$ cat config.mk
export PLATFORM = sky130hd
export DESIGN_NAME = flash_clock_divider_and_params
export DESIGN_NICKNAME = d
export VERILOG_FILES = /design/src/rtl/flash_ctl_pkg.sv /design/src/rtl/flash_clock_divider_and_params.sv /design/src/rtl/flash_tick_gen.sv
export VERILOG_INCLUDE_DIRS = /design/src /design/src/rtl
export SDC_FILE = /design/constraint.sdc
export NUM_CORES = 1
export LEC_CHECK = 0
export BUFFER_PORTS_ARGS = -buffer_cell sky130_fd_sc_hd__buf_2
export CORE_MARGIN = 3
export CORE_UTILIZATION = 45
export DETAILED_ROUTE_END_ITERATION = 8
export PLACE_DENSITY = 0.65
export SLEW_MARGIN = 15
export SYNTH_ARGS = -nofsm -noshare
export SYNTH_HDL_FRONTEND = slang
export SYNTH_SLANG_ARGS = --single-unit
$ cat constraint.sdc
create_clock -name core_clk -period 7.69 [get_ports core_clk]
set_clock_uncertainty 0.05 [all_clocks]
set_input_delay 0.769 -clock core_clk [delete_from_list [all_inputs] [get_ports core_clk]]
set_output_delay 0.769 -clock core_clk [all_outputs]
set_load 0.02 [all_outputs]
$ cat src/rtl/flash_ctl_regs.svh
// Register offsets, field positions, reset values and timing counts
`ifndef FLASH_CTL_REGS_SVH
`define FLASH_CTL_REGS_SVH

`define OFF_CLKDIV     12'h000
`define OFF_CMDSTAT    12'h004
`define OFF_PIDX       12'h008
`define IDX_RSV1       12'h00C
`define IDX_RSV2       12'h00D
`define IDX_RSV3       12'h00E
`define OFF_RSV1       12'h030
`define OFF_RSV2       12'h034
`define OFF_RSV3       12'h038
`define OFF_PWORD      12'h040
`define OFF_TICKCNT    12'h044

`define DIV_LOADED_BIT 7
`define DIV_LOCK_BIT   6
`define DIV_FIELD_W    6
`define DIV_RESET      6'h00
`define PIDX_W         3
`define PIDX_RESET     3'h0
`define PIDX_FIRST     3'h2
`define PIDX_LAST      3'h5
`define CMD_START_BIT  0
`define CMD_DONE_BIT   0
`define CMD_LEN_NS     1000
`define CLK_PERIOD_NS  10
`define CMD_LEN_CYC    (((`CMD_LEN_NS) + (`CLK_PERIOD_NS) - 1) / (`CLK_PERIOD_NS))
`define TICK_NS        1000
`define CMD_LEN_TICKS  ((`CMD_LEN_NS) / (`TICK_NS))

`endif

$ cat src/rtl/flash_ctl_pkg.sv
// Types shared by the flash register front end
package flash_ctl_pkg;

  typedef struct packed {
    logic        sel;
    logic        en;
    logic        write;
    logic [11:0] addr;
    logic [31:0] wdata;
  } apb_req_s;

  typedef struct packed {
    logic        ready;
    logic [31:0] rdata;
    logic        slverr;
  } apb_rsp_s;

  typedef enum logic [1:0] {
    CMD_IDLE = 2'b01,
    CMD_BUSY = 2'b10
  } cmd_state_e;

endpackage

$ cat src/rtl/flash_clock_divider_and_params.sv
// Flash controller register front end: clock divider, parameter words, reserved regs
// Overview of operation
// - Loaded flag reads 0 after reset, 1 once divider register is written.
// - With lock clear, writes update the six-bit divide field.
// - Once lock is set, divide field frozen; only reset clears lock.
// - Divide field scales bus clock to about 1 MHz timing tick.
// - Parameter index 010..101 selects data words 0..3, high and low byte.
// - First reserved test register reads zero, ignores writes.
// - Second reserved test register reads zero, ignores writes.
`timescale 1ns/1ns
`include "flash_ctl_regs.svh"
module flash_clock_divider_and_params (
  input  wire logic        core_clk,
  input  wire logic        rst,
  input  wire logic        psel,
  input  wire logic        penable,
  input  wire logic        pwrite,
  input  wire logic [11:0] paddr,
  input  wire logic [31:0] pwdata,
  output logic             pready,
  output logic [31:0]      prdata,
  output logic             pslverr,
  output logic             flashTick,
  output logic             commandCompleteFlag
);
  flash_ctl_pkg::apb_req_s   req;
  flash_ctl_pkg::apb_rsp_s   rsp_q;
  flash_ctl_pkg::apb_rsp_s   rsp_d;
  flash_ctl_pkg::cmd_state_e state_q;
  flash_ctl_pkg::cmd_state_e state_d;

  logic [`DIV_FIELD_W-1:0] divField_q;
  logic                    divLoaded_q;
  logic                    divLock_q;
  logic [`PIDX_W-1:0]      pidx_q;
  logic [15:0]             words_q [4];
  logic [15:0]             tickLeft_q;
  logic                    tickRaw;

  // Word index for a valid parameter index, used by read and write paths
  function automatic logic [1:0] word_of(input logic [`PIDX_W-1:0] idx);
    logic [`PIDX_W-1:0] diff;
    diff = idx - `PIDX_FIRST;
    return diff[1:0];
  endfunction

  // Exact match of the bus address against one register offset
  function automatic logic addr_hit(input logic [11:0] addr, input logic [11:0] off);
    return addr == off;
  endfunction

  assign req = '{sel: psel, en: penable, write: pwrite, addr: paddr, wdata: pwdata};

  // Access phase decode; answer one cycle after penable rises (one wait state)
  wire access   = req.sel && req.en && !rsp_q.ready;
  wire doWrite  = access && req.write;
  wire hitDiv   = addr_hit(req.addr, `OFF_CLKDIV);
  wire hitCmd   = addr_hit(req.addr, `OFF_CMDSTAT);
  wire hitPidx  = addr_hit(req.addr, `OFF_PIDX);
  wire hitWord  = addr_hit(req.addr, `OFF_PWORD);
  wire hitTick  = addr_hit(req.addr, `OFF_TICKCNT);
  wire hitRsv   = addr_hit(req.addr, `OFF_RSV1) || addr_hit(req.addr, `OFF_RSV2) ||
                  addr_hit(req.addr, `OFF_RSV3);
  wire mapped   = hitDiv || hitCmd || hitPidx || hitWord || hitTick || hitRsv;
  wire pidxOk   = (pidx_q >= `PIDX_FIRST) && (pidx_q <= `PIDX_LAST);
  wire busy     = (state_q == flash_ctl_pkg::CMD_BUSY);
  wire divWrite = doWrite && hitDiv;
  wire divOpen  = !divLock_q;
  wire launch   = doWrite && hitCmd && pwdata[`CMD_START_BIT] && !busy;
  wire [1:0] wIdx = word_of(pidx_q);

  // Write strobes and countdown enable shared by the register processes
  wire pidxWrite  = doWrite && hitPidx;
  wire wordWrite  = doWrite && hitWord && pidxOk && !busy;
  wire divFieldWr = divWrite && divOpen;
  wire tickDec    = busy && tickRaw && (tickLeft_q != 16'h0000);

  // Read mux; reserved test registers and unmapped holes read zero
  logic [31:0] rdMux;
  always_comb begin
    rdMux = 32'h0000_0000;
    if (hitDiv) begin
      rdMux[`DIV_LOADED_BIT]   = divLoaded_q;
      rdMux[`DIV_LOCK_BIT]     = divLock_q;
      rdMux[`DIV_FIELD_W-1:0]  = divField_q;
    end else if (hitCmd) begin
      rdMux[`CMD_DONE_BIT]     = !busy;
    end else if (hitPidx) begin
      rdMux[`PIDX_W-1:0]       = pidx_q;
    end else if (hitWord && pidxOk) begin
      rdMux[15:0]              = words_q[wIdx];
    end else if (hitTick) begin
      rdMux[15:0]              = tickLeft_q;
    end
  end

  // Slave answers; unmapped address gets an error, reserved ones do not
  always_comb begin
    rsp_d = '{ready: access, rdata: 32'h0000_0000, slverr: 1'b0};
    if (access) begin
      rsp_d.rdata  = req.write ? 32'h0000_0000 : rdMux;
      rsp_d.slverr = !mapped;
    end
  end

  always_ff @(posedge core_clk or posedge rst) begin
    if (rst) begin
      rsp_q <= '0;
    end else begin
      rsp_q <= rsp_d;
    end
  end

  assign pready  = rsp_q.ready;
  assign prdata  = rsp_q.rdata;
  assign pslverr = rsp_q.slverr;

  // Divide field: only an open lock lets a write through
  // A write while busy is the software's fault; accepted to keep logic small
  always_ff @(posedge core_clk or posedge rst) begin
    if (rst) begin
      divField_q <= `DIV_RESET;
    end else if (divFieldWr) begin
      divField_q <= pwdata[`DIV_FIELD_W-1:0];
    end
  end

  // Loaded flag: any divider write sets it, only reset clears it
  always_ff @(posedge core_clk or posedge rst) begin
    if (rst) begin
      divLoaded_q <= 1'b0;
    end else if (divWrite) begin
      divLoaded_q <= 1'b1;
    end
  end

  // Lock: write-one sticky, so a later zero cannot reopen the field
  always_ff @(posedge core_clk or posedge rst) begin
    if (rst) begin
      divLock_q <= 1'b0;
    end else if (divWrite && pwdata[`DIV_LOCK_BIT]) begin
      divLock_q <= 1'b1;
    end
  end

  // Parameter index register
  always_ff @(posedge core_clk or posedge rst) begin
    if (rst) begin
      pidx_q <= `PIDX_RESET;
    end else if (pidxWrite) begin
      pidx_q <= pwdata[`PIDX_W-1:0];
    end
  end

  // Parameter words; writes with an out-of-range index are dropped
  always_ff @(posedge core_clk or posedge rst) begin
    if (rst) begin
      for (int i = 0; i < 4; i++) begin
        words_q[i] <= 16'h0000;
      end
    end else if (wordWrite) begin
      words_q[wIdx] <= pwdata[15:0];
    end
  end

  // Tick generator derives ~1 MHz timing from the divide field
  flash_tick_gen u_tick (
    .core_clk (core_clk),
    .rst      (rst),
    .divValue (divField_q),
    .tick     (tickRaw)
  );

  // Command sequencer: a timed operation counts flash ticks down
  always_comb begin
    state_d = state_q;
    unique case (state_q)
      flash_ctl_pkg::CMD_IDLE: if (launch) state_d = flash_ctl_pkg::CMD_BUSY;
      flash_ctl_pkg::CMD_BUSY: if (tickRaw && tickLeft_q == 16'h0001) begin
        state_d = flash_ctl_pkg::CMD_IDLE;
      end
      default: state_d = flash_ctl_pkg::CMD_IDLE;
    endcase
  end

  // Sequencer state
  always_ff @(posedge core_clk or posedge rst) begin
    if (rst) begin
      state_q <= flash_ctl_pkg::CMD_IDLE;
    end else begin
      state_q <= state_d;
    end
  end

  // Remaining ticks of the running operation, ~1 us each
  always_ff @(posedge core_clk or posedge rst) begin
    if (rst) begin
      tickLeft_q <= 16'h0000;
    end else if (launch) begin
      tickLeft_q <= 16'(`CMD_LEN_TICKS);
    end else if (tickDec) begin
      tickLeft_q <= tickLeft_q - 16'h0001;
    end
  end

  // Tick output, one cycle behind the generator
  always_ff @(posedge core_clk or posedge rst) begin
    if (rst) begin
      flashTick <= 1'b0;
    end else begin
      flashTick <= tickRaw;
    end
  end

  // Completion flag from the next state, so it drops on the launch edge
  always_ff @(posedge core_clk or posedge rst) begin
    if (rst) begin
      commandCompleteFlag <= 1'b1;
    end else begin
      commandCompleteFlag <= (state_d == flash_ctl_pkg::CMD_IDLE);
    end
  end
endmodule

$ cat src/rtl/flash_tick_gen.sv
// Divider that turns the bus clock into a ~1 MHz timing tick
`timescale 1ns/1ns
`include "flash_ctl_regs.svh"
module flash_tick_gen (
  input  wire logic                      core_clk,
  input  wire logic                      rst,
  input  wire logic [`DIV_FIELD_W-1:0]   divValue,
  output logic                           tick
);
  logic [`DIV_FIELD_W-1:0] cnt_q;
  logic [`DIV_FIELD_W-1:0] cnt_d;
  logic                    wrap;

  // Period is divValue+1 bus cycles; a tick pulses at each wrap
  assign wrap  = (cnt_q >= divValue);
  assign cnt_d = wrap ? '0 : cnt_q + `DIV_FIELD_W'(1);

  always_ff @(posedge core_clk or posedge rst) begin
    if (rst) begin
      cnt_q <= '0;
      tick  <= 1'b0;
    end else begin
      cnt_q <= cnt_d;
      tick  <= wrap;
    end
  end
endmodule

; ---- Word level (Yosys, flattened, before mapping)
; Cells that the tools add are included.
[word_totals]
regBits = 136
latchBits = 0
mem_bits_rw = 0
romBits = 0
out_inout_bits = 36
n_memories = 0
[classes]
addsub = 3
multipliers = 0
div_mod_pow = 0
magnitude_cmp = 5
n_eq_ne = 11
shifts = 0
muxes = 22
bitwise = 1
n_reduce_logical = 33
[op_table]
columns = cell, n
row1 = $mux 16, 8
row2 = $bwmux 64, 1
row3 = $eq 12x6->1 const B, 3
row4 = $bmux 16 s2, 1
row5 = $demux 16 s2, 1
row6 = $eq 12x7->1 const B, 2
row7 = $logic_and 1x1->1, 19
row8 = $mux 17, 1
row9 = $eq 16x1->1 const B, 1
row10 = $mux 8, 2
row11 = $reduce_bool 16->1, 1
row12 = $sub 16x1->16 const B, 1
row13 = $mux 15, 1
row14 = $mux 13, 1
row15 = $eq 12x3->1 const B, 1
row16 = $eq 12x4->1 const B, 1
row17 = $logic_not 12->1, 1
row18 = $logic_or 1x1->1, 7
row19 = $add 6x1->6 const B, 1
row20 = $ge 6x6->1, 1
row21 = $mux 6, 1
row22 = $eq 2x1->1 const B, 2
row23 = $logic_not 1->1, 4
row24 = $mux 2, 2
row25 = other kinds (11), 11

; ---- Logic depth before layout (Yosys ltp)
[depth]
ltp_word = 11
ltp_mapped = 8

; ---- By module
; From an unflattened synthesis, not the netlist that was laid out.
[unflattened]
hier_cells = 496
area_unflattened_um2 = 6060.8
[modules_own_cells]
columns = module, instances, cells_per_inst, area_per_inst_um2, seq_area_each_um2
row1 = flash_clock_divider_and_params, 1, 450, 5611.6, 2830.2
row2 = flash_tick_gen, 1, 46, 449.2, 175.2

; ---- Worst setup path after synthesis
; No wires, ideal clock.
[synth_path]
kind = input -> register
startpoint = input paddr[7]
endpoint = register words_q[0] (netlist bit)
setup_time_ns = 0.125
arrival_ns = 2.372
setup_slack_ns = 5.143
stages = 5
n_path_buf = 1
cell_sequence = nor3_1 > nand3_4 > nor4_4 > buf_6 > mux2_2
[synth_via]
elab_chain_len = 4
[synth_lines]
columns = item, line_no
row1 = "start, declared", flash_clock_divider_and_params.sv:18  ; input wire logic [11:0] paddr,
row2 = $eq 12x7->1, flash_clock_divider_and_params.sv:49  ; return addr == off;
row3 = $logic_and 1x1->1 (3 in series), flash_clock_divider_and_params.sv:74  ; wire wordWrite = doWrite && hitWord && pidxOk && !busy;
row4 = "end signal, assigned by index", flash_clock_divider_and_params.sv:162  ; words_q[wIdx] <= pwdata[15:0];
row5 = "end, declared", flash_clock_divider_and_params.sv:36  ; logic [15:0] words_q [4];
; No other way between the ends.
; A chain may end at the register's enable or synchronous reset.

; ---- Worst setup path in the final report
[layout_path]
startpoint = register state_q[0]
endpoint = register commandCompleteFlag
[layout_via]
elab_chain_len = 6
elab_cells_between_ends = 8
cone_classes = 3 x eq/ne / 3 x mux / 2 x reduce/logical
[layout_lines]
columns = item, line_no
row1 = "start, declared", flash_clock_divider_and_params.sv:29  ; flash_ctl_pkg::cmd_state_e state_q;
row2 = "start signal, assigned", flash_clock_divider_and_params.sv:189  ; state_q <= flash_ctl_pkg::CMD_IDLE;
row3 = "start signal, assigned", flash_clock_divider_and_params.sv:191  ; state_q <= state_d;
row4 = $eq 2x2->1, "flash_clock_divider_and_params.sv:66, flash_clock_divider_and_params.sv:177"
row5 = $logic_not 1->1, flash_clock_divider_and_params.sv:69  ; wire launch = doWrite && hitCmd && pwdata[`CMD_START_BIT] && !busy;
row6 = $logic_and 1x1->1, flash_clock_divider_and_params.sv:69
row7 = $mux 2, flash_clock_divider_and_params.sv:178  ; flash_ctl_pkg::CMD_IDLE: if (launch) state_d = flash_ctl_pkg::CMD_BUSY;
row8 = $pmux 2 s2 *, flash_clock_divider_and_params.sv:177  ; unique case (state_q)
row9 = $eq 2x1->1 *, flash_clock_divider_and_params.sv:220  ; commandCompleteFlag <= (state_d == flash_ctl_pkg::CMD_IDLE);
row10 = "end signal, assigned", flash_clock_divider_and_params.sv:220
row11 = "end, declared", flash_clock_divider_and_params.sv:24  ; output logic commandCompleteFlag
; Every way passes the cells marked *; elsewhere a longest branch is shown, timed or not.

==> out/summary.txt <==
Final net count = 594
Setup Buffers After CTS = 0
# DRC = 0
Global-route total usage across every layer = 0.1860
DP HPWL = 8.813 mm
Leak pwr = 3.262 nW
Critical-path maximum fanout = 10
Number of top-level pins = 85
Area growth syn-to-layout = 16.98%
Worst path depth = 6
DRT iter0 DRCs = 177
Share of post-route cells with drive strength above 1 = 0.3394
Wirelength per Cell = 17.45 um
Post_cts resized = 0
Number of antenna diodes = 0
CTS H-tree lvls = 4
DIE AREA = 14460 sq um
CTS Root Cell = clkbuf_16
Slew @ Worst Pin = 957.6 ps
Commonest cells after routing, fill and taps aside = dfrtp_1 (118), mux2_2 (68), buf_2 (52)
Area share of the largest cell type after synthesis = 0.5027
Count of pins over their slew limit = 0
Fin Setup TNS = 0 ps
Detailed Routing Iterations Pass 1 = 5
Worst path buffer plus inverter count = 1
Via Count = 3893
Total power = 1.600 mW
Max stage delay cell, worst path = nor2_1
Final min period = 2624 ps
Max Cap Violations = 0
# hold bufs at CTS = 0
CTS max path bufs = 2
Final hold vios = 0
Seq pwr share = 0.422
Commonest non-fill, non-tap cell in the layout = dfrtp_1
Net Sw Frac = 0.2232
# setup viols final = 0
RSZ-0062 raised after global routing = false
First-pass GRT wire length = 20.47 mm
Core area = 12670 sq um
Syn_area_per_cell = 12.47 sq um
Vias per inst = 5.430
Total grt overflow = 0
Status = complete, no violations
Initial Utilization = 0.4636
Register area share after synthesis = 0.5116
Synthesis Warnings = 0
Vias in the first global route = 4066
CP Capture Type = flop
Crit path kind = flop to flop
Worst path top cell family by delay = simple AND/OR/NAND/NOR gates
GPL Wtd Cong = 0.8354
Top_reg_cell synth = dfrtp_1
CP required = 7980 ps
DIE WIDTH = 120.3 um
PwrDens = 232.9 nW/um^2
Internal = 1.243 mW
Synth Instances = 471
Final period util = 0.3412
Max Freq = 381.1 MHz
CP Cell Sequence = inv_1 > ha_1 > or4bb_1 > nor2_1 > o21ai_0 > o311a_1
Synthesized area = 5874 sq um
R2r worst-path depth = 6
Critical Path AT = 2910 ps
DP Area = 6251 sq um
Rel. slew slack = 0.3616
Ys async rst share = 1.000
EDFF count, synth = 0
Standard-cell rows = 41
CTS sink cnt = 120
Synth area leader = dfrtp_1
TritonCTS clock tree = done
Die height = 120.3 um
Clk pwr share = 0.509
Yosys reg bits = 120
Largest cells by area after synthesis = dfrtp_1 (50%), mux2_2 (13%), mux4_2 (6.1%), nor2_1 (3.2%), ha_1 (2.6%)
Routed WL = 12.51 mm
Latest clock arrival within the worst-skew pair = 410 ps
Fillers = 1109
Setup crit start kind = flop
Largest net degree at the start of global routing = 92
Comb power frac = 0.069
ANT nets after route = 0
Slowest stage delay, CP = 610 ps
Design Area, Final = 6872 sq um
Worst VDD drop = 0.0001454 V
Library cells used by synthesis = 53
Num CTS Buffers = 17
P_sw = 0.3571 mW
Antenna violations before repair = 0
# port buffers = 52
Clock Pin Slew Worst Setup and Hold Paths = 50 ps
Worst hold path type = primary input to asynchronous set/reset pin
==> Yosys cell counts, types with 4 or more instances <==
cell type and number:
dfrtp_1 118, mux2_2 68, nor2_1 50, buf_4 16, mux4_2 16, inv_1 14
nand2_1 14, ha_1 12, nand3_1 11, o21ai_0 11, nor3_1 10, a22oi_1 8
xor2_1 8, a21oi_1 7, nand4_1 7, nor2b_1 7, nor4_1 7, xnor2_1 7
clkbuf_1 6, a21o_1 5, a221o_1 5, nor4_4 5, a211oi_1 4, and3_1 4
buf_6 4
==> final timing paths <==
kind	endpoint	startpoint	slack, ps
setup / recovery	commandCompleteFlag	state_q[0]	5070
hold / removal	tickLeft_q[8]	rst	290
setup reg to reg	commandCompleteFlag	state_q[0]	5070
hold reg to reg	flashTick	u_tick.tick	430
max in group asynchronous	divField_q[0]	rst	6170
min in group core_clk	flashTick	u_tick.tick	430
==> logic make-up after synthesis <==
logic type | count (synthesis) | share of synthesized area
multiplexers | 87 | 0.1968
other | 1 | 0.0006384
flip-flops | 120 | 0.5116
AND/OR/NAND/NOR | 136 | 0.1321
buffers and inverters | 45 | 0.04473
adder cells (fa/ha/maj) | 12 | 0.02556
AO/OA/AOI/OAI | 55 | 0.06624
XOR/XNOR | 15 | 0.02236
==> sequential cells by signal, summed over array words and instances (netlist names) <==
name                 count
words_q                 64
prdata                  16
tickLeft_q              16
divField_q               6
u_tick.cnt_q             6
pidx_q                   3
state_q                  2
commandCompleteFlag      1
divLoaded_q              1
divLock_q                1
flashTick                1
pready                   1
pslverr                  1
u_tick.tick              1
==> power groups by stage <==
stage / registers [mW] / logic [mW] / clock network, mW
6_report: 0.676 / 0.110 / 0.814
5_1_grt: 0.679 / 0.127 / 0.861
4_1_cts: 0.675 / 0.112 / 0.830
3_3_place_gp: 0.684 / 0.107 / 0
3_5_place_dp: 0.685 / 0.112 / 0
2_1_floorplan: 0.682 / 0.0830 / 0
==> metal layers <==
layer | track usage | share of wire | up-vias
met5 | 0 | 0 | -
met4 | 0.08428 | 0.023 | 0
met3 | 0.05893 | 0.053 | 20
met2 | 0.3063 | 0.49 | 112
met1 | 0.2245 | 0.43 | 1944
li1 | - | - | 1817
==> through the flow <==
step                        util  std cells  hold WS (ps)  worst slack [ps]
after floorplan                -        486         364.7              3688
after global placement    0.4933        686         412.8              4777
after detailed placement  0.4933        686         417.8              4766
after CTS                 0.5420        717         294.8              5054
after global routing      0.5423        717         315.9              4926
final                     0.5423        717         293.5              5066
==> cell type report <==
| cell class | instances | area [sq um] | area share |
|---|---|---|---|
| clock inverters | 7 | 115.1 | 0.01675 |
| flip-flops and latches | 120 | 3005 | 0.4374 |
| clock buffers | 24 | 501.7 | 0.07302 |
| inverters | 14 | 55.05 | 0.008012 |
| repair buffers | 59 | 316.6 | 0.04607 |
| well taps | 172 | 215.2 | 0.03132 |
| multi-input cells | 321 | 2663 | 0.3875 |
Note: power is estimated with default switching activity, not from simulation.
